## config.mk

```make
export PLATFORM = sky130hd
export DESIGN_NAME = uin_uart_irq
export DESIGN_NICKNAME = d
export VERILOG_FILES = /design/src/hw/uin_uart_irq.v
export VERILOG_INCLUDE_DIRS = /design/src /design/src/hw
export SDC_FILE = /design/constraint.sdc
export NUM_CORES = 1
export LEC_CHECK = 0
export ABC_CLOCK_PERIOD_IN_PS = 8000
export BUFFER_PORTS_ARGS = -buffer_cell sky130_fd_sc_hd__buf_2
export CAP_MARGIN = 20
export CORE_ASPECT_RATIO = 0.6
export CORE_MARGIN = 8
export CORE_UTILIZATION = 50
export CTS_CLUSTER_DIAMETER = 150
export CTS_CLUSTER_SIZE = 16
export DETAILED_ROUTE_END_ITERATION = 7
export GPL_TIMING_DRIVEN = 0
export PLACE_DENSITY_LB_ADDON = 0.2
export SLEW_MARGIN = 15
export SYNTH_ARGS = -nofsm -noshare
export SYNTH_HDL_FRONTEND = slang
export SYNTH_SLANG_ARGS = --single-unit
export TNS_END_PERCENT = 30
```

## constraint.sdc

```tcl
create_clock -name ref_clk -period 8 [get_ports ref_clk]
set_input_delay 1.2 -clock ref_clk [delete_from_list [all_inputs] [get_ports ref_clk]]
set_output_delay 1.2 -clock ref_clk [all_outputs]
set_load 0.01 [all_outputs]
```

## src/hw/uin_defs.vh

```
// register offsets, field positions, reset values and timing counts of the serial port block
`ifndef UIN_DEFS_VH
`define UIN_DEFS_VH

// register addresses on the processor data bus
`define UIN_ADDR_ENABLE 16'hc01a
`define UIN_ADDR_GDIS 16'hc01b
`define UIN_ADDR_GENA 16'hc01c
`define UIN_ADDR_NEST 16'hc01d
`define UIN_ADDR_STATUS 16'hc028
`define UIN_ADDR_BLOW 16'hc029
`define UIN_ADDR_BHIGH 16'hc02a
`define UIN_ADDR_DIV 16'hc02b

// enable mask bit positions
`define UIN_EN_TIM1 7
`define UIN_EN_TIM0 6
`define UIN_EN_RX 5
`define UIN_EN_TX 4
`define UIN_EN_MODU 3
`define UIN_EN_SDI 2
`define UIN_EN_CTRL 1
`define UIN_EN_DAC 0

// status bit positions
`define UIN_ST_ORUN 3
`define UIN_ST_RXFULL 2
`define UIN_ST_TXFULL 1
`define UIN_ST_TXRUN 0

// reset values
`define UIN_RST_ENABLE 8'h00
`define UIN_RST_NEST 5'h00
`define UIN_RST_DIV 16'h0000
`define UIN_RST_BYTE 8'h00

// latency of mask and strobe writes, in cycles (at most six)
`define UIN_CTRL_DELAY 3'h6
// frame length in bit periods
`define UIN_FRAME_BITS 4'ha

`endif

```

## src/hw/uin_uart_irq.v

```verilog
// serial transmitter and receiver with interrupt enable mask and nesting counter
// Summary of operation
// - mask bits: tim1,tim0,rx,tx,modu,sdi,ctrl,dac
// - mask and strobe writes act six cycles later
// - disable strobe write raises nesting count
// - enable strobe lowers count, stops at zero
// - nonzero count blocks all interrupts
// - taking an interrupt raises nesting count
// - five-bit nesting count is software readable
// - idle high, start low, lsb first, stop
// - ten bit periods per byte frame
// - status bits overrun,rxfull,txfull,running at 3..0
// - overrun set on overwrite, cleared by a transfer that does not overwrite
// - rxfull while unread byte is held
// - txfull while a byte waits behind the running frame or both entries are held
// - running while shift register sends frame
// - low read gives byte in 7:0
// - reading received byte clears rxfull
// - receive request on each byte transfer
// - low write queues only bits 7:0
// - idle transmitter loads at once, requests, sends
// - busy transmitter holds byte, txfull set
// - high register uses bits 15:8
// - rate from two cascaded dividers 15:8, 7:0
// - start on falling edge, sample mid-bit
`timescale 1ns/1ns
`include "uin_defs.vh"

module uin_uart_irq (
	// clock and reset
	input wire ref_clk,
	input wire nrst,
	// processor register bus
	input wire [15:0] busAddr,
	input wire busWrite,
	input wire busRead,
	input wire [15:0] busWdata,
	output reg [15:0] busRdata,
	// other interrupt sources of the controller, one-cycle pulses
	input wire [7:0] otherIrqIn,
	// interrupt to the processor core
	output wire irqTake,
	output reg [7:0] irqVector,
	// serial line
	input wire serialIn,
	output reg serialOut
);

	// ****************************************
	// register bus decode
	// ****************************************

	wire wrEnable = busWrite && (busAddr == `UIN_ADDR_ENABLE);
	wire wrGdis = busWrite && (busAddr == `UIN_ADDR_GDIS);
	wire wrGena = busWrite && (busAddr == `UIN_ADDR_GENA);
	wire wrNest = busWrite && (busAddr == `UIN_ADDR_NEST);
	wire wrLow = busWrite && (busAddr == `UIN_ADDR_BLOW);
	wire wrHigh = busWrite && (busAddr == `UIN_ADDR_BHIGH);
	wire wrDiv = busWrite && (busAddr == `UIN_ADDR_DIV);
	wire rdLow = busRead && (busAddr == `UIN_ADDR_BLOW);
	wire rdHigh = busRead && (busAddr == `UIN_ADDR_BHIGH);

	// ****************************************
	// control write pipeline
	// ****************************************

	reg [7:0] enableMask; // software copy, readable at once
	reg [7:0] enableLive; // copy that gates requests
	reg [7:0] maskPipe [0:5]; // delayed mask values
	reg [5:0] maskVld; // mask write in flight
	reg [5:0] gdisPipe; // disable strobe in flight
	reg [5:0] genaPipe; // enable strobe in flight
	reg [4:0] nestCount; // interrupt nesting counter
	integer i;
	integer j; // loop index of the priority pick, kept apart from the clocked loops

	// delay line for mask and strobes, six stages
	always @(posedge ref_clk or negedge nrst) begin
		if (!nrst) begin
			enableMask <= `UIN_RST_ENABLE;
			enableLive <= `UIN_RST_ENABLE;
			maskVld <= 6'h00;
			gdisPipe <= 6'h00;
			genaPipe <= 6'h00;
			for (i = 0; i < 6; i = i + 1) begin
				maskPipe[i] <= `UIN_RST_ENABLE;
			end
		end else begin
			if (wrEnable) begin
				enableMask <= busWdata[7:0];
			end
			maskPipe[0] <= busWdata[7:0];
			for (i = 1; i < 6; i = i + 1) begin
				maskPipe[i] <= maskPipe[i-1];
			end
			// writes take effect after six cycles
			maskVld <= {maskVld[4:0], wrEnable};
			gdisPipe <= {gdisPipe[4:0], wrGdis};
			genaPipe <= {genaPipe[4:0], wrGena};
			if (maskVld[5]) begin
				enableLive <= maskPipe[5];
			end
		end
	end

	// ****************************************
	// interrupt controller
	// ****************************************

	reg txReq; // transmit request pulse
	reg rxReq; // receive request pulse
	reg [7:0] pendIrq; // latched pending sources
	wire [7:0] srcPulse; // all sources in mask order
	wire [7:0] srcGated; // pending and enabled

	// source positions follow the enable mask
	assign srcPulse = {otherIrqIn[`UIN_EN_TIM1], otherIrqIn[`UIN_EN_TIM0], rxReq, txReq,
		otherIrqIn[`UIN_EN_MODU], otherIrqIn[`UIN_EN_SDI], otherIrqIn[`UIN_EN_CTRL],
		otherIrqIn[`UIN_EN_DAC]};
	// serial requests gated by bits 4 and 5 like the rest
	assign srcGated = pendIrq & enableLive;
	// blocked while the counter is nonzero
	assign irqTake = (nestCount == 5'h00) && (|srcGated);

	// priority pick, highest bit first
	reg [7:0] pick;
	always @* begin
		pick = 8'h00;
		for (j = 0; j < 8; j = j + 1) begin
			if (srcGated[j]) begin
				pick = 8'h00;
				pick[j] = 1'b1;
			end
		end
	end

	// pending bits and nesting counter
	always @(posedge ref_clk or negedge nrst) begin
		if (!nrst) begin
			pendIrq <= 8'h00;
			nestCount <= `UIN_RST_NEST;
			irqVector <= 8'h00;
		end else begin
			// a new pulse wins over the clear from being taken
			// masked sources are not latched, so an old event cannot fire later
			pendIrq <= (pendIrq & ~(irqTake ? pick : 8'h00)) | (srcPulse & enableLive);
			if (irqTake) begin
				irqVector <= pick;
			end
			if (wrNest) begin
				nestCount <= busWdata[4:0];
			end else begin
				// taken interrupt and disable strobe each add one
				// enable strobe subtracts one, never below zero
				nestCount <= nestCount + {4'h0, irqTake} + {4'h0, gdisPipe[5]}
					- ((genaPipe[5] && (nestCount != 5'h00 || irqTake || gdisPipe[5]))
					? 5'h01 : 5'h00);
			end
		end
	end

	// ****************************************
	// bit rate dividers
	// ****************************************

	reg [15:0] rateDiv; // first divider 15:8, second 7:0
	reg [7:0] div1Cnt; // first divider counter
	reg [7:0] div2Cnt; // second divider counter
	wire sampleTick = (div1Cnt == rateDiv[15:8]); // receiver sample rate
	reg bitTick; // one pulse per bit period

	// cascade of two dividers
	always @(posedge ref_clk or negedge nrst) begin
		if (!nrst) begin
			rateDiv <= `UIN_RST_DIV;
			div1Cnt <= 8'h00;
			div2Cnt <= 8'h00;
			bitTick <= 1'b0;
		end else begin
			if (wrDiv) begin
				rateDiv <= busWdata;
			end
			bitTick <= 1'b0;
			div1Cnt <= sampleTick ? 8'h00 : div1Cnt + 8'h01;
			if (sampleTick) begin
				// a zero second divider relies on software setting 6..255
				if (div2Cnt + 8'h01 >= rateDiv[7:0]) begin
					div2Cnt <= 8'h00;
					bitTick <= 1'b1;
				end else begin
					div2Cnt <= div2Cnt + 8'h01;
				end
			end
		end
	end

	// ****************************************
	// two-entry transmit buffer and transmitter
	// ****************************************

	reg [7:0] bufMem [0:1]; // holding entries
	reg bufWp; // write pointer
	reg bufRp; // read pointer
	reg [1:0] bufCnt; // entries held
	wire bufInValid = wrLow || wrHigh;
	wire [7:0] bufInData = wrHigh ? busWdata[15:8] : busWdata[7:0];
	wire bufInReady = (bufCnt != 2'h2);
	wire bufOutValid = (bufCnt != 2'h0);
	reg txRun; // shift register busy
	wire bufOutReady = !txRun;
	wire bufPush = bufInValid && bufInReady;
	wire bufPop = bufOutValid && bufOutReady;
	reg [9:0] txShift; // frame being sent
	reg [3:0] txBits; // bit periods left
	wire txFullFlag = !bufInReady || (txRun && bufOutValid); // byte waiting or no room

	// buffer bookkeeping; a write while full is dropped
	always @(posedge ref_clk or negedge nrst) begin
		if (!nrst) begin
			bufWp <= 1'b0;
			bufRp <= 1'b0;
			bufCnt <= 2'h0;
			bufMem[0] <= `UIN_RST_BYTE;
			bufMem[1] <= `UIN_RST_BYTE;
		end else begin
			if (bufPush) begin
				bufMem[bufWp] <= bufInData;
				bufWp <= ~bufWp;
			end
			if (bufPop) begin
				bufRp <= ~bufRp;
			end
			bufCnt <= bufCnt + {1'b0, bufPush} - {1'b0, bufPop};
		end
	end

	// transmit shifter: loads when idle, ten periods per frame
	always @(posedge ref_clk or negedge nrst) begin
		if (!nrst) begin
			txRun <= 1'b0;
			txShift <= 10'h3ff;
			txBits <= 4'h0;
			txReq <= 1'b0;
			serialOut <= 1'b1;
		end else begin
			txReq <= 1'b0;
			if (bufPop) begin
				// stop, data lsb first, start
				txShift <= {1'b1, bufMem[bufRp], 1'b0};
				txBits <= `UIN_FRAME_BITS;
				txRun <= 1'b1;
				txReq <= 1'b1;
			end else if (txRun && bitTick && txBits == 4'h0) begin
				// stop bit has had its full period, frame done
				txRun <= 1'b0;
			end else if (txRun && bitTick) begin
				serialOut <= txShift[0];
				txShift <= {1'b1, txShift[9:1]};
				txBits <= txBits - 4'h1;
			end
			if (!txRun) begin
				serialOut <= 1'b1;
			end
		end
	end

	// ****************************************
	// receiver
	// ****************************************

	localparam RX_IDLE = 2'h0;
	localparam RX_START = 2'h1;
	localparam RX_DATA = 2'h2;
	localparam RX_STOP = 2'h3;

	reg rxMeta; // first synchroniser stage
	reg rxSync; // second synchroniser stage
	reg rxPrev; // previous synchronised level
	reg [1:0] rxState; // receive state
	reg [7:0] rxSampCnt; // sample ticks within a bit
	reg [2:0] rxBitIdx; // data bit index
	reg [7:0] rxShift; // receive shift register
	reg [7:0] rxData; // receive data register
	reg rxFull; // unread byte held
	reg rxOrun; // last transfer overwrote
	wire rxMid = sampleTick && (rxSampCnt == {1'b0, rateDiv[7:1]});
	wire rxEnd = sampleTick && (rxSampCnt + 8'h01 >= rateDiv[7:0]);

	// line synchroniser
	always @(posedge ref_clk or negedge nrst) begin
		if (!nrst) begin
			rxMeta <= 1'b1;
			rxSync <= 1'b1;
			rxPrev <= 1'b1;
		end else begin
			rxMeta <= serialIn;
			rxSync <= rxMeta;
			rxPrev <= rxSync;
		end
	end

	// framing state machine
	always @(posedge ref_clk or negedge nrst) begin
		if (!nrst) begin
			rxState <= RX_IDLE;
			rxSampCnt <= 8'h00;
			rxBitIdx <= 3'h0;
			rxShift <= 8'h00;
			rxData <= `UIN_RST_BYTE;
			rxFull <= 1'b0;
			rxOrun <= 1'b0;
			rxReq <= 1'b0;
		end else begin
			rxReq <= 1'b0;
			if (sampleTick) begin
				rxSampCnt <= rxEnd ? 8'h00 : rxSampCnt + 8'h01;
			end
			// reading the byte clears the full flag
			if (rdLow || rdHigh) begin
				rxFull <= 1'b0;
			end
			case (rxState)
			RX_IDLE: begin
				// falling edge marks a start bit
				if (rxPrev && !rxSync) begin
					rxState <= RX_START;
					rxSampCnt <= 8'h00;
				end
			end
			RX_START: begin
				if (rxMid) begin
					rxState <= rxSync ? RX_IDLE : RX_DATA;
					rxBitIdx <= 3'h0;
				end
			end
			RX_DATA: begin
				// mid-bit sample, lsb first
				if (rxMid) begin
					rxShift <= {rxSync, rxShift[7:1]};
					rxBitIdx <= rxBitIdx + 3'h1;
					if (rxBitIdx == 3'h7) begin
						rxState <= RX_STOP;
					end
				end
			end
			RX_STOP: begin
				if (rxMid) begin
					rxState <= RX_IDLE;
					if (rxSync) begin
						// transfer sets full; overrun gets old full and not a read in this cycle
						rxData <= rxShift;
						rxFull <= 1'b1;
						rxOrun <= rxFull && !(rdLow || rdHigh);
						rxReq <= 1'b1;
					end
				end
			end
			default: begin
				rxState <= RX_IDLE;
			end
			endcase
		end
	end

	// ****************************************
	// read data
	// ****************************************

	// read multiplexer, unmapped addresses read zero
	always @* begin
		case (busAddr)
		`UIN_ADDR_ENABLE: busRdata = {8'h00, enableMask};
		`UIN_ADDR_NEST: busRdata = {11'h000, nestCount};
		// status layout
		`UIN_ADDR_STATUS: busRdata = {12'h000, rxOrun, rxFull, txFullFlag, txRun};
		`UIN_ADDR_BLOW: busRdata = {8'h00, rxData};
		`UIN_ADDR_BHIGH: busRdata = {rxData, 8'h00};
		`UIN_ADDR_DIV: busRdata = rateDiv;
		default: busRdata = 16'h0000;
		endcase
	end

endmodule

```

## Word level (Yosys, flattened, before mapping)

Index checks and enable logic that the tools add are counted.

- Register bits: 208
- Word-level logic and storage cells: 189
- Bits of input ports: 45
- Output and inout port bits: 26

- Bitwise logic cells: 9
- Order comparisons: 5
- Muxes and demuxes: 57
- Eq/ne operators: 24
- Add/subtract/negate cells: 10
- Reduce and logical (&&, ||, !) cells: 45

Operators by type and width:

| kind | number |
|---|---|
| $eq 16x16->1 const B | 8 |
| $mux 8 | 14 |
| $pmux 16 s6 | 1 |
| $mux 10 | 3 |
| $add 8x1->8 const B | 3 |
| $and 8x8->8 | 3 |
| $logic_and 1x1->1 | 21 |
| $mux 1 | 18 |
| $ne 2x2->1 const B | 9 |
| $bwmux 16 | 1 |
| $ge 8x8->1 | 2 |
| $mux 4 | 4 |
| $mux 2 | 7 |
| $add 5x1->5 | 2 |
| $mux 5 | 2 |
| $mux 3 | 3 |
| $reduce_and 3->1 | 3 |
| $demux 8 s1 | 1 |
| $eq 8x7->1 | 1 |
| $eq 8x8->1 | 1 |
| $not 8->8 | 1 |
| $or 8x8->8 | 1 |
| $pmux 2 s4 | 1 |
| $reduce_bool 2->1 | 4 |
| 24 further kinds | 36 |

## Depth between registers and ports, before layout

Gate-level depths: netlist of the first run.

- Depth after elaboration: 13
- Depth in mapped cells: 15

## Worst setup path before layout of the first run

No wires, ideal clock.

- Kind: input port to output port
- Start point: in busAddr[4]
- End point: out busRdata[4]
- Path slack: 4.174 ns
- Required time: 6.800 ns
- Stages: 5
- Data arrival time: 2.626 ns
- Cell sequence: nor4b_1 -> nand3_1 -> nor4b_1 -> nand3_1 -> nand3_1

- Word-level cells in the longest chain between the ends: 2

Ends and longest elaborated chain:

| what | RTL line | source |
|---|---|---|
| start, declared | uin_uart_irq.v:34 | `input wire [15:0] busAddr,` |
| $eq 16x16->1 | uin_uart_irq.v:371 | `case (busAddr)` |
| $pmux 16 s6 (*) | uin_uart_irq.v:371 |  |
| end, declared | uin_uart_irq.v:38 | `output reg [15:0] busRdata,` |

Every way passes the cells marked *; elsewhere a longest branch is shown, timed or not.

## Final worst setup path of the first run

- Start point: in busAddr[4]
- End point: out busRdata[5]

Same word-level chain as after synthesis.

==> out/qor_table.md, run 1 <==
| Quantity | Value | Unit |
|:---|:---|:---|
| Run status | finished clean | - |
| Row Count | 38 | - |
| Cell area power density | 236.3 | nW/um2 |
| Average via count per standard cell | 5.509 | - |
| R2R Path Start | enableLive[5] | - |
| Worst path required time | 6.80 | ns |
| Class of the tightest hold or removal check | flip-flop to flip-flop | - |
| Number of endpoints with negative hold slack in the final report | 0 | - |
| Worst VDD drop | 0.1536 | mV |
| Global route total overflow | 0 | - |
| RSZ-0062 raised after global routing | no | - |
| Critical Path Sink | busRdata[5] | - |
| Kind of end point of the critical path | primary output | - |
| Setup-failing EPs final | 0 | - |
| Leak Pwr | 4.923 | nW |
| Critical register-to-register path endpoint | nestCount[4] | - |
| Post-route DRC | 0 | - |
| Starting density of the core | 0.5089 | - |
| Total negative setup slack | 0 | ns |
| First DRT Iteration DRCs | 549 | - |
| Root buffer cell | sky130_fd_sc_hd__clkbuf_16 | - |
| Area overhead of the layout relative to synthesis | 12.72 | % |
| Cells after synthesis | 794 | - |
| Residual antenna-violating net count after detailed routing | 0 | - |
| Aggregate routed wire length | 20.80 | mm |
| Fin util | 0.5737 | - |
| Post-CTS Hold Fix Bufs | 0 | - |
| Clock latency at the later pin of the worst-skew pair | 0.48 | ns |
| Maximum clock path buffer count | 3 | - |
| Clock period minus worst slack | 4.755 | ns |
| Final design instance area without fill | 10310 | um2 |
| Number of vias in the routed layout | 6242 | - |
| # diodes | 0 | - |
| Async set-reset flop share out of synthesis | 1.000 | - |
| Number of flops mapped to enable cells by yosys | 0 | - |
| Gr usage total | 0.1831 | - |
| Register cell area after layout | 5196 | um2 |
| Max Slew Vio Count | 0 | - |
| Number of top-level pins | 71 | - |
| Initial antenna violation count | 0 | - |
| Clk pin slew, worst setup/hold paths | 0.07 | ns |
| CTS resizes | 0 | - |
| Area taken by multi-input logic gates | 3684 | um2 |
| Path depth of the worst reg2reg path | 13 | - |
| Filler Cells Inserted | 1553 | - |
| Maximum capacitance violations | 0 | - |
| Ratio of cells with drive above 1 in the final layout | 0.1859 | - |
| Number of levels the H-tree was split into | 1 | - |
| Share of the clock period used by the worst path after layout | 0.5944 | - |
| Register bit total from synthesis | 207 | - |
| Number of buffers created by CTS | 16 | - |
| Crit path max fanout | 4 | - |
| Launch point of the critical path | busAddr[4] | - |
| Floorplan die width | 190.6 | um |
| Synthesized net count | 871 | - |
| Number of synthesis warnings | 0 | - |
| Startpoint type of the worst setup path | input port | - |
| Worst Path Class, Setup | input port to primary output | - |
| Worst Tran Pin Value | 1.131 | ns |
| Post-DR wirelength/cell | 18.36 | um |
| Global-route wire length before repair | 33.49 | mm |
| Worst max-slew margin expressed relative to the limit | 0.2381 | - |
| Netlist area before placement | 9146 | um2 |
| Arrival time of data at the critical path endpoint | 3.56 | ns |
| CTS tree | built | - |
| Number of library cell types mapped by synthesis | 69 | - |
| Vias in the first global route | 5912 | - |
| Maximum number of pins on one net before global-route repair | 109 | - |
| Achievable frequency | 0.2103 | GHz |
| Buffers on Ports | 68 | - |
| Reg-to-reg slack, setup | 4.05 | ns |
| Primary FF master, synth | sky130_fd_sc_hd__dfrtp_1 | - |
| Buffers inserted during post-CTS setup optimization | 0 | - |
| First drt pass iteration count | 5 | - |
| Final Net Count | 960 | - |
| Placed wire-length estimate | 15.30 | mm |
| Post-synthesis sequential area ratio | 0.5681 | - |
| Sum of internal, switching and leakage power | 2.436 | mW |
| Overall die area | 23020 | um2 |
| Avg Inst Size Synth | 11.52 | um2 |
| Area of the core | 17970 | um2 |
| Area of placed instances | 9838 | um2 |
| Final estimated routing congestion in global placement | 0.8798 | - |
| Worst setup skew after layout | 0.01328 | ns |
| Die extent in y | 120.8 | um |
| Clock sinks | 207 | - |
-- power breakdown --
group,internal (mW),total [mW],leakage [nW],switching [mW]
registers,1.15,1.23,2.58,0.0747
clock network,0.397,0.751,0.222,0.354
logic,0.199,0.457,2.12,0.258
-- cell usage after synthesis (all sizes together) (16+ instances only) --
cell | instances | area share
dfrtp | 194 | 0.53
nand2 | 101 | 0.041
o21ai | 48 | 0.026
mux2 | 45 | 0.059
nor2 | 39 | 0.017
inv | 36 | 0.015
nand3 | 36 | 0.020
ha | 30 | 0.041
mux2i | 27 | 0.030
xnor2 | 27 | 0.026
a21oi | 24 | 0.013
clkbuf | 21 | 0.0086
xor2 | 16 | 0.015
-- logic make-up (layout without fill, tap and decap cells) --
family                   count (synthesis)  count (layout)  synth area share
AND/OR/NAND/NOR                        249             249            0.1395
flip-flops                             207             207            0.5681
AO/OA/AOI/OAI                          127             127           0.08728
multiplexers                            72              72           0.08865
buffers and inverters                   64             163           0.02982
XOR/XNOR                                43              43           0.04118
adder cells (fa/ha/maj)                 32              32           0.04542
-- through the flow --
step	instances	worst slack [ns]	hold WS (ns)
final	1133	3.245	0.3402
after global routing	1133	3.064	0.3461
after CTS	1132	3.331	0.3422
after detailed placement	1104	3.348	0.3347
after global placement	1102	2.256	0.3314
after floorplan	794	4.174	0.3312
-- flip-flops by register name, indices dropped and copies added, names as in the netlist, 9 cells and up, named ones only --
register and flops:
bufMem 16, maskPipe 48, rateDiv 16, txShift 9
-- worst max-delay path, cell delays in order --
cell,delay (ns)
sky130_fd_sc_hd__buf_2,0.11
sky130_fd_sc_hd__nor4b_1,0.61
sky130_fd_sc_hd__nand3_1,0.27
sky130_fd_sc_hd__nor4b_1,0.76
sky130_fd_sc_hd__nand3_1,0.27
sky130_fd_sc_hd__nand2_1,0.18
sky130_fd_sc_hd__buf_2,0.15
-- routing by layer --
layer,routed length (um),global-route usage
met1,11140,0.3083
met2,8061,0.2356
met3,1358,0.03565
met4,242,0.02992
met5,0,0
-- how the worst min path moves through the flow --
stage	from	endpoint	slack, ns	cells after the start
finish	maskVld[1]	maskVld[2]	0.34	0
CTS	maskPipe[34]	maskPipe[26]	0.34	0
floorplan	gdisPipe[0]	gdisPipe[1]	0.33	0
global placement	maskPipe[31]	maskPipe[23]	0.33	0
detailed placement	maskPipe[31]	maskPipe[23]	0.33	0
global route	maskVld[1]	maskVld[2]	0.35	0
-- final cells by class --
| type | count | area share |
|---|---|---|
| Buffer | 28 | 0.01335 |
| Clock buffer | 28 | 0.04527 |
| Inverter | 36 | 0.01311 |
| Multi-Input combinational cell | 523 | 0.3573 |
| Sequential cell | 207 | 0.5040 |
| Tap cell | 240 | 0.02913 |
| Timing Repair Buffer | 71 | 0.03786 |
-- layout by cell type, fill, tap and decap left out, drive strengths merged, types with 12 or more instances in the layout --
master	netlist	final
buf	7	77
dfstp	13	13
a21oi	24	24
nand3	36	36
xnor2	27	27
mux2	45	45
nor2	39	39
nand2	101	101
mux2i	27	27
a22o	12	12
clkbuf	21	50
inv	36	36
xor2	16	16
o21ai	48	48
ha	30	30
dfrtp	194	194
Power figures use the tool's default switching activity.
==> run 2: changes to the inputs <==
--- a/config.mk
+++ b/config.mk
@@ -6,7 +6,7 @@
 export SDC_FILE = /design/constraint.sdc
 export NUM_CORES = 1
 export LEC_CHECK = 0
-export ABC_CLOCK_PERIOD_IN_PS = 8000
+export ABC_CLOCK_PERIOD_IN_PS = 3970
 export BUFFER_PORTS_ARGS = -buffer_cell sky130_fd_sc_hd__buf_2
 export CAP_MARGIN = 20
 export CORE_ASPECT_RATIO = 0.6
==> constraint.sdc (replaced) <==
create_clock -name ref_clk -period 3.97 [get_ports ref_clk]
set_input_delay 0.5955 -clock ref_clk [delete_from_list [all_inputs] [get_ports ref_clk]]
set_output_delay 0.5955 -clock ref_clk [all_outputs]
set_load 0.01 [all_outputs]
==> out/qor_table.md, run 2 (synthesized netlist as in run 1, its figures left out) <==
| Quantity | Value | Unit | Change |
|:---|:---|:---|:---|
| Run status | finished clean | - |  |
| Most frequent standard cell in the layout excluding fill and tap cells | sky130_fd_sc_hd__dfrtp_1 | - |  |
| Worst VDD drop | 0.3088 | mV | +100% |
| First DRT Iteration DRCs | 478 | - | -13% |
| Top library cells by usage in the layout, fill and taps aside | sky130_fd_sc_hd__dfrtp_1 (194), sky130_fd_sc_hd__nand2_1 (101), sky130_fd_sc_hd__buf_2 (71) | - |  |
| Number of vias in the routed layout | 6207 | - | -0.56% |
| Leak Pwr | 4.927 | nW | about the same |
| Largest register by flop count | maskPipe | - |  |
| Final Net Count | 961 | - | +0.10% |
| Setup-failing EPs final | 0 | - | unchanged |
| Worst Hold Slack | 0.1550 | ns | -0.1851 ns |
| Clock sinks | 207 | - | unchanged |
| Busiest grt layer | met1 | - |  |
| Clk pin slew, worst setup/hold paths | 0.07 | ns | about the same |
| Startpoint type of the worst setup path | input port | - |  |
| Number of top-level pins | 71 | - | unchanged |
| Maximum number of pins on one net before global-route repair | 109 | - | unchanged |
| Root buffer cell | sky130_fd_sc_hd__clkbuf_16 | - |  |
| Flip-flop count of the largest register after layout | 48 | - | unchanged |
| Placement-stage worst setup slack | 0.08263 | ns | -3.265 ns |
| Global-route track usage on met2 | 0.2356 | - | unchanged |
| RSZ-0062 raised after global routing | no | - |  |
| Clock latency at the later pin of the worst-skew pair | 0.48 | ns | about the same |
| Aggregate routed wire length | 20.81 | mm | about the same |
| Number of buffers created by CTS | 16 | - | unchanged |
| Area overhead of the layout relative to synthesis | 12.84 | % |  |
| Worst Path Class, Setup | input port to primary output | - |  |
| Cell count after placement | 1104 | - | unchanged |
| Ratio of cells with drive above 1 in the final layout | 0.1879 | - | +0.002029 |
| Max Slew Vio Count | 0 | - | unchanged |
| Post-route DRC | 0 | - | unchanged |
| CTS tree | built | - |  |
| Maximum clock path buffer count | 3 | - | unchanged |
| Clock network fraction of design power | 0.309 | - | about the same |
| Sum of internal, switching and leakage power | 4.909 | mW | +100% |
| Proportion of power drawn by flip-flops and latches | 0.504 | - | about the same |
| Average via count per standard cell | 5.474 | - | -0.65% |
| Worst setup skew after layout | 0.01340 | ns | +0.0001120 ns |
| Area of the core | 17970 | um2 | unchanged |
| Number of endpoints with negative hold slack in the final report | 0 | - | unchanged |
| Net switching power figure | 1.383 | mW | +100% |
| Post-DR wirelength/cell | 18.35 | um | about the same |
| Gr usage total | 0.1831 | - | unchanged |
| Total negative setup slack | 0 | ns | unchanged |
| Post-CTS Hold Fix Bufs | 0 | - | unchanged |
| Maximum capacitance violations | 0 | - | unchanged |
| Clock period minus worst slack | 3.565 | ns |  |
| Global-route wire length before repair | 33.49 | mm | unchanged |
| Cell area power density | 475.7 | nW/um2 | +100% |
| Global route total overflow | 0 | - | unchanged |
| Final design instance area without fill | 10320 | um2 | +0.11% |
| Count of placed standard cells in the final layout, fillers left out | 1134 | - | +0.088% |
| Worst path required time | 3.37 | ns | -3.43 ns |
| Internal Dissipation | 3.526 | mW | +100% |
| Fin util | 0.5743 | - | +0.0006270 |
| Vias in the first global route | 5912 | - | unchanged |
| Kind of end point of the critical path | primary output | - |  |
| Share of the clock period used by the worst path after layout | 0.8980 | - |  |
| Setup ws final | 0.4051 | ns | -2.839 ns |
| Relative contribution of combinational cells to total power | 0.187 | - | about the same |
| Worst Tran Pin Value | 1.132 | ns | +0.0006284 ns |
| Largest registers in the final layout | maskPipe x48, bufMem x16, rateDiv x16 | - |  |
| Placed wire-length estimate | 15.30 | mm | unchanged |
| Achievable frequency | 0.2805 | GHz |  |
| GR met1 Demand/Resource | 0.3083 | - | unchanged |
| Overall die area | 23020 | um2 | unchanged |
| # diodes | 0 | - | unchanged |
| Die extent in y | 120.8 | um | unchanged |
| First drt pass iteration count | 6 | - | +1 |
| Arrival time of data at the critical path endpoint | 2.97 | ns | -0.59 ns |
| Residual antenna-violating net count after detailed routing | 0 | - | unchanged |
| Proportion of total power due to net switching | 0.2818 | - | about the same |
| Row Count | 38 | - | unchanged |
| Final estimated routing congestion in global placement | 0.8798 | - | unchanged |
| Starting density of the core | 0.5089 | - | unchanged |
| Area of placed instances | 9838 | um2 | unchanged |
| Crit path max fanout | 4 | - | unchanged |
| Initial antenna violation count | 0 | - | unchanged |
| Number of levels the H-tree was split into | 1 | - | unchanged |
| Floorplan die width | 190.6 | um | unchanged |
| Class of the tightest hold or removal check | input port to async pin | - |  |
| Met3 usage | 0.03565 | - | unchanged |
| Worst max-slew margin expressed relative to the limit | 0.2377 | - | -0.0004240 |
| Buffers on Ports | 68 | - | unchanged |
## run 2: cell types whose count changed in the layout (fill, tap and decap cells not counted), sizes merged
cell	previous run	this run
buf	77	78
## run 2: cell type report
type,count,area [um2]
fillers,1553,7651
inverters,36,135.1
plain buffers,28,137.6
clock buffers,28,466.7
flip-flops and latches,207,5196
repair buffers,72,397.9
multi-input cells,523,3687
well taps,240,300.3
## run 2: final timing paths
path / startpoint / end / slack, ns / cells after the start
max: busAddr[4] / busRdata[5] / 0.41 / 7
min: nrst / maskVld[2] / 0.16 / 1
max reg2reg: nestCount[2] / nestCount[4] / 0.56 / 16
min reg2reg: maskVld[1] / maskVld[2] / 0.34 / 0
max in group asynchronous: nrst / serialOut / 2.86 / 2
min in group ref_clk: serialIn / rxMeta / 0.22 / 1
## run 2: power by group through the flow
| stage | combinational [mW] | sequential (mW) | clock (mW) |
|---|---|---|---|
| floorplan | 0.645 | 2.47 | 0 |
| global placement | 0.872 | 2.51 | 0 |
| detailed placement | 0.914 | 2.51 | 0 |
| CTS | 0.920 | 2.47 | 1.56 |
| global route | 1.04 | 2.50 | 1.64 |
| finish | 0.919 | 2.47 | 1.52 |
## run 2: repair_timing
action                     4_1_cts  5_1_grt
setup endpoints to repair        0        1
hold endpoints to repair         0        0
buffers inserted                 0        1
resized for setup                0        1
## run 2: layer usage
metal  wire [um]  part of all wire
met1       11210              0.54
met2        7953              0.38
met3        1400             0.067
met4         250             0.012
met5           0                 0
## run 2: critical path: stages
cell and delay, ns:
sky130_fd_sc_hd__buf_2 0.11, sky130_fd_sc_hd__nor4b_1 0.62, sky130_fd_sc_hd__nand3_1 0.27, sky130_fd_sc_hd__nor4b_1 0.76, sky130_fd_sc_hd__nand3_1 0.28, sky130_fd_sc_hd__nand2_1 0.19
sky130_fd_sc_hd__buf_2 0.15
==> run 3: changes to the inputs <==
--- a/config.mk
+++ b/config.mk
@@ -12,11 +12,12 @@
 export CORE_ASPECT_RATIO = 0.6
 export CORE_MARGIN = 8
 export CORE_UTILIZATION = 50
+export CTS_BUF_LIST = sky130_fd_sc_hd__clkbuf_4
 export CTS_CLUSTER_DIAMETER = 150
 export CTS_CLUSTER_SIZE = 16
 export DETAILED_ROUTE_END_ITERATION = 7
 export GPL_TIMING_DRIVEN = 0
-export PLACE_DENSITY_LB_ADDON = 0.2
+export PLACE_DENSITY = 0.67
 export SLEW_MARGIN = 15
 export SYNTH_ARGS = -nofsm -noshare
 export SYNTH_HDL_FRONTEND = slang
==> out/qor_table.md, run 3 (synthesized netlist as in run 1, its figures left out) <==
| Quantity | Value | Unit | Change |
|:---|:---|:---|:---|
| Combined buffer and inverter count along the critical path | 2 | - | unchanged |
| Buffers on Ports | 68 | - | unchanged |
| Floorplan die width | 190.6 | um | unchanged |
| # diodes | 0 | - | unchanged |
| Flip-flop count of the largest register after layout | 48 | - | unchanged |
| Largest registers in the final layout | maskPipe x48, bufMem x16, rateDiv x16 | - |  |
| Setup-failing EPs final | 0 | - | unchanged |
| Maximum number of pins on one net before global-route repair | 92 | - | -16% |
| Achievable frequency | 0.2652 | GHz | -5.4% |
| Number of top-level pins | 71 | - | unchanged |
| First DRT Iteration DRCs | 623 | - | +30% |
| Maximum clock path buffer count | 3 | - | unchanged |
| Largest register by flop count | maskPipe | - |  |
| Initial antenna violation count | 0 | - | unchanged |
| Number of endpoints with negative hold slack in the final report | 0 | - | unchanged |
| Slowest library cell on the worst path | sky130_fd_sc_hd__nor4b_1 | - |  |
| Die extent in y | 120.8 | um | unchanged |
| Worst Path Class, Setup | input port to primary output | - |  |
| Overall die area | 23020 | um2 | unchanged |
| Run status | finished clean | - |  |
| Worst VDD drop | 0.2942 | mV | -4.7% |
| Gate family responsible for the most delay along the worst path | simple AND/OR/NAND/NOR gates | - |  |
| Kind of end point of the critical path | primary output | - |  |
| Root buffer cell | sky130_fd_sc_hd__clkbuf_4 | - |  |
| Gr usage total | 0.1815 | - | -0.001527 |
| Aggregate routed wire length | 20.65 | mm | -0.78% |
| Global route total overflow | 0 | - | unchanged |
| Average via count per standard cell | 5.511 | - | +0.68% |
| Post-route DRC | 0 | - | unchanged |
| Placed wire-length estimate | 15.48 | mm | +1.2% |
| Clock sinks | 207 | - | unchanged |
| Clock latency at the later pin of the worst-skew pair | 0.61 | ns | +0.13 ns |
| Sum of internal, switching and leakage power | 4.312 | mW | -12% |
| Setup ws final | 0.1997 | ns | -0.2055 ns |
| Area of the core | 17970 | um2 | unchanged |
| Arrival time of data at the critical path endpoint | 3.17 | ns | +0.20 ns |
| Most frequent standard cell in the layout excluding fill and tap cells | sky130_fd_sc_hd__dfrtp_1 | - |  |
| Startpoint type of the worst setup path | input port | - |  |
| CP peak stage delay | 0.91 | ns | +0.15 ns |
| Clk pin slew, worst setup/hold paths | 0.16 | ns | +0.09 ns |
| Vias in the first global route | 5951 | - | +0.66% |
| Cell area power density | 426.9 | nW/um2 | -10% |
| CTS tree | built | - |  |
| Worst setup skew after layout | 0.02486 | ns | +0.01146 ns |
| Post-DR wirelength/cell | 18.19 | um | -0.87% |
| Count of placed standard cells in the final layout, fillers left out | 1135 | - | +0.088% |
| Ratio of cells with drive above 1 in the final layout | 0.2000 | - | +0.01208 |
| Leak Pwr | 4.846 | nW | -1.6% |
| Maximum capacitance violations | 0 | - | unchanged |
| Worst path required time | 3.37 | ns | about the same |
| Worst max-slew margin expressed relative to the limit | 0.2860 | - | +0.04829 |
| RSZ-0062 raised after global routing | no | - |  |
| Final estimated routing congestion in global placement | 0.8942 | - | +1.6% |
| Cell count after placement | 1105 | - | +0.091% |
| Global-route wire length before repair | 33.34 | mm | -0.45% |
| Worst Tran Pin Value | 1.061 | ns | -0.07027 ns |
| Worst path cell trace | buf_2 -> nor4b_1 -> nand3_1 -> nor4b_1 -> nand3_1 -> nand2_1 -> buf_2 | - |  |
| First drt pass iteration count | 5 | - | -1 |
| Total negative setup slack | 0 | ns | unchanged |
| Number of levels the H-tree was split into | 1 | - | unchanged |
| Area overhead of the layout relative to synthesis | 10.42 | % |  |
| Crit path max fanout | 4 | - | unchanged |
| Number of vias in the routed layout | 6255 | - | +0.77% |
| Row Count | 38 | - | unchanged |
| Class of the tightest hold or removal check | input port to flip-flop | - |  |
| Final Net Count | 963 | - | +0.21% |
| Clock period minus worst slack | 3.770 | ns | +0.2055 ns |
| Residual antenna-violating net count after detailed routing | 0 | - | unchanged |
| Placement-stage worst setup slack | 0.1013 | ns | +0.01870 ns |
| Max Slew Vio Count | 0 | - | unchanged |
| Starting density of the core | 0.5089 | - | unchanged |
| Number of buffers created by CTS | 16 | - | unchanged |
| Worst Hold Slack | 0.07400 | ns | -0.08105 ns |
| Top library cells by usage in the layout, fill and taps aside | sky130_fd_sc_hd__dfrtp_1 (194), sky130_fd_sc_hd__nand2_1 (101), sky130_fd_sc_hd__buf_2 (71) | - |  |
| Share of the clock period used by the worst path after layout | 0.9497 | - | +0.05176 |
-- run 3: what timing repair did --
action / CTS / global route
setup buffers: 0 / 2
hold buffers: 1 / 0
endpoints found under the setup margin: 0 / 2
hold endpoints to repair: 49 / 0
resized for setup: 0 / 1
-- run 3: path summary, 6_finish.rpt --
kind / start / endpoint / slack (ns) / cells past startpoint
max in group asynchronous: nrst / txShift[7] / 2.67 / 3
worst max-delay path: busAddr[4] / busRdata[6] / 0.20 / 7
worst min register to register: maskPipe[44] / maskPipe[36] / 0.35 / 0
min in group asynchronous: nrst / maskVld[2] / 0.48 / 2
worst min-delay path: serialIn / rxMeta / 0.07 / 1
worst max register to register: enableLive[2] / nestCount[4] / 0.32 / 13
-- run 3: report_power, final --
group	leakage (nW)	switching [mW]	internal, mW
logic	2.15	0.490	0.403
registers	2.58	0.149	2.32
clock network	0.124	0.640	0.306
-- run 3: per-layer routing --
metal  share of wire  track usage  wire (um)
met5               0            0          0
met4           0.013      0.02944        263
met3           0.063      0.03709       1307
met2            0.40       0.2352       8184
met1            0.53       0.3029      10890
-- run 3: layout make-up --
type / instances / area [um2]
fillers: 1583 / 7873
flip-flops and latches: 207 / 5196
multi-input cells: 523 / 3690
repair buffers: 74 / 437.9
well taps: 240 / 300.3
clock buffers: 27 / 202.7
plain buffers: 28 / 137.6
inverters: 36 / 135.1
-- run 3: worst register-to-register path: stages, from the launching register on --
cell and delay [ns]:
sky130_fd_sc_hd__dfrtp_1 0.45, sky130_fd_sc_hd__a222oi_1 0.51, sky130_fd_sc_hd__nand2_1 0.10, sky130_fd_sc_hd__o21ai_1 0.54
sky130_fd_sc_hd__buf_2 0.36, sky130_fd_sc_hd__inv_1 0.12, sky130_fd_sc_hd__fa_1 0.45, sky130_fd_sc_hd__inv_1 0.08
sky130_fd_sc_hd__fa_1 0.22, sky130_fd_sc_hd__inv_1 0.06, sky130_fd_sc_hd__a21oi_1 0.15, sky130_fd_sc_hd__o21bai_1 0.11
sky130_fd_sc_hd__xnor2_1 0.13, sky130_fd_sc_hd__mux2_2 0.26
-- run 3: per-stage QoR --
stage | util | area [um2]
after detailed placement | 0.5489 | 9866
after floorplan | - | 9146
after global routing | 0.5620 | 10100
final | 0.5620 | 10100
after global placement | 0.5446 | 9787
after CTS | 0.5608 | 10080
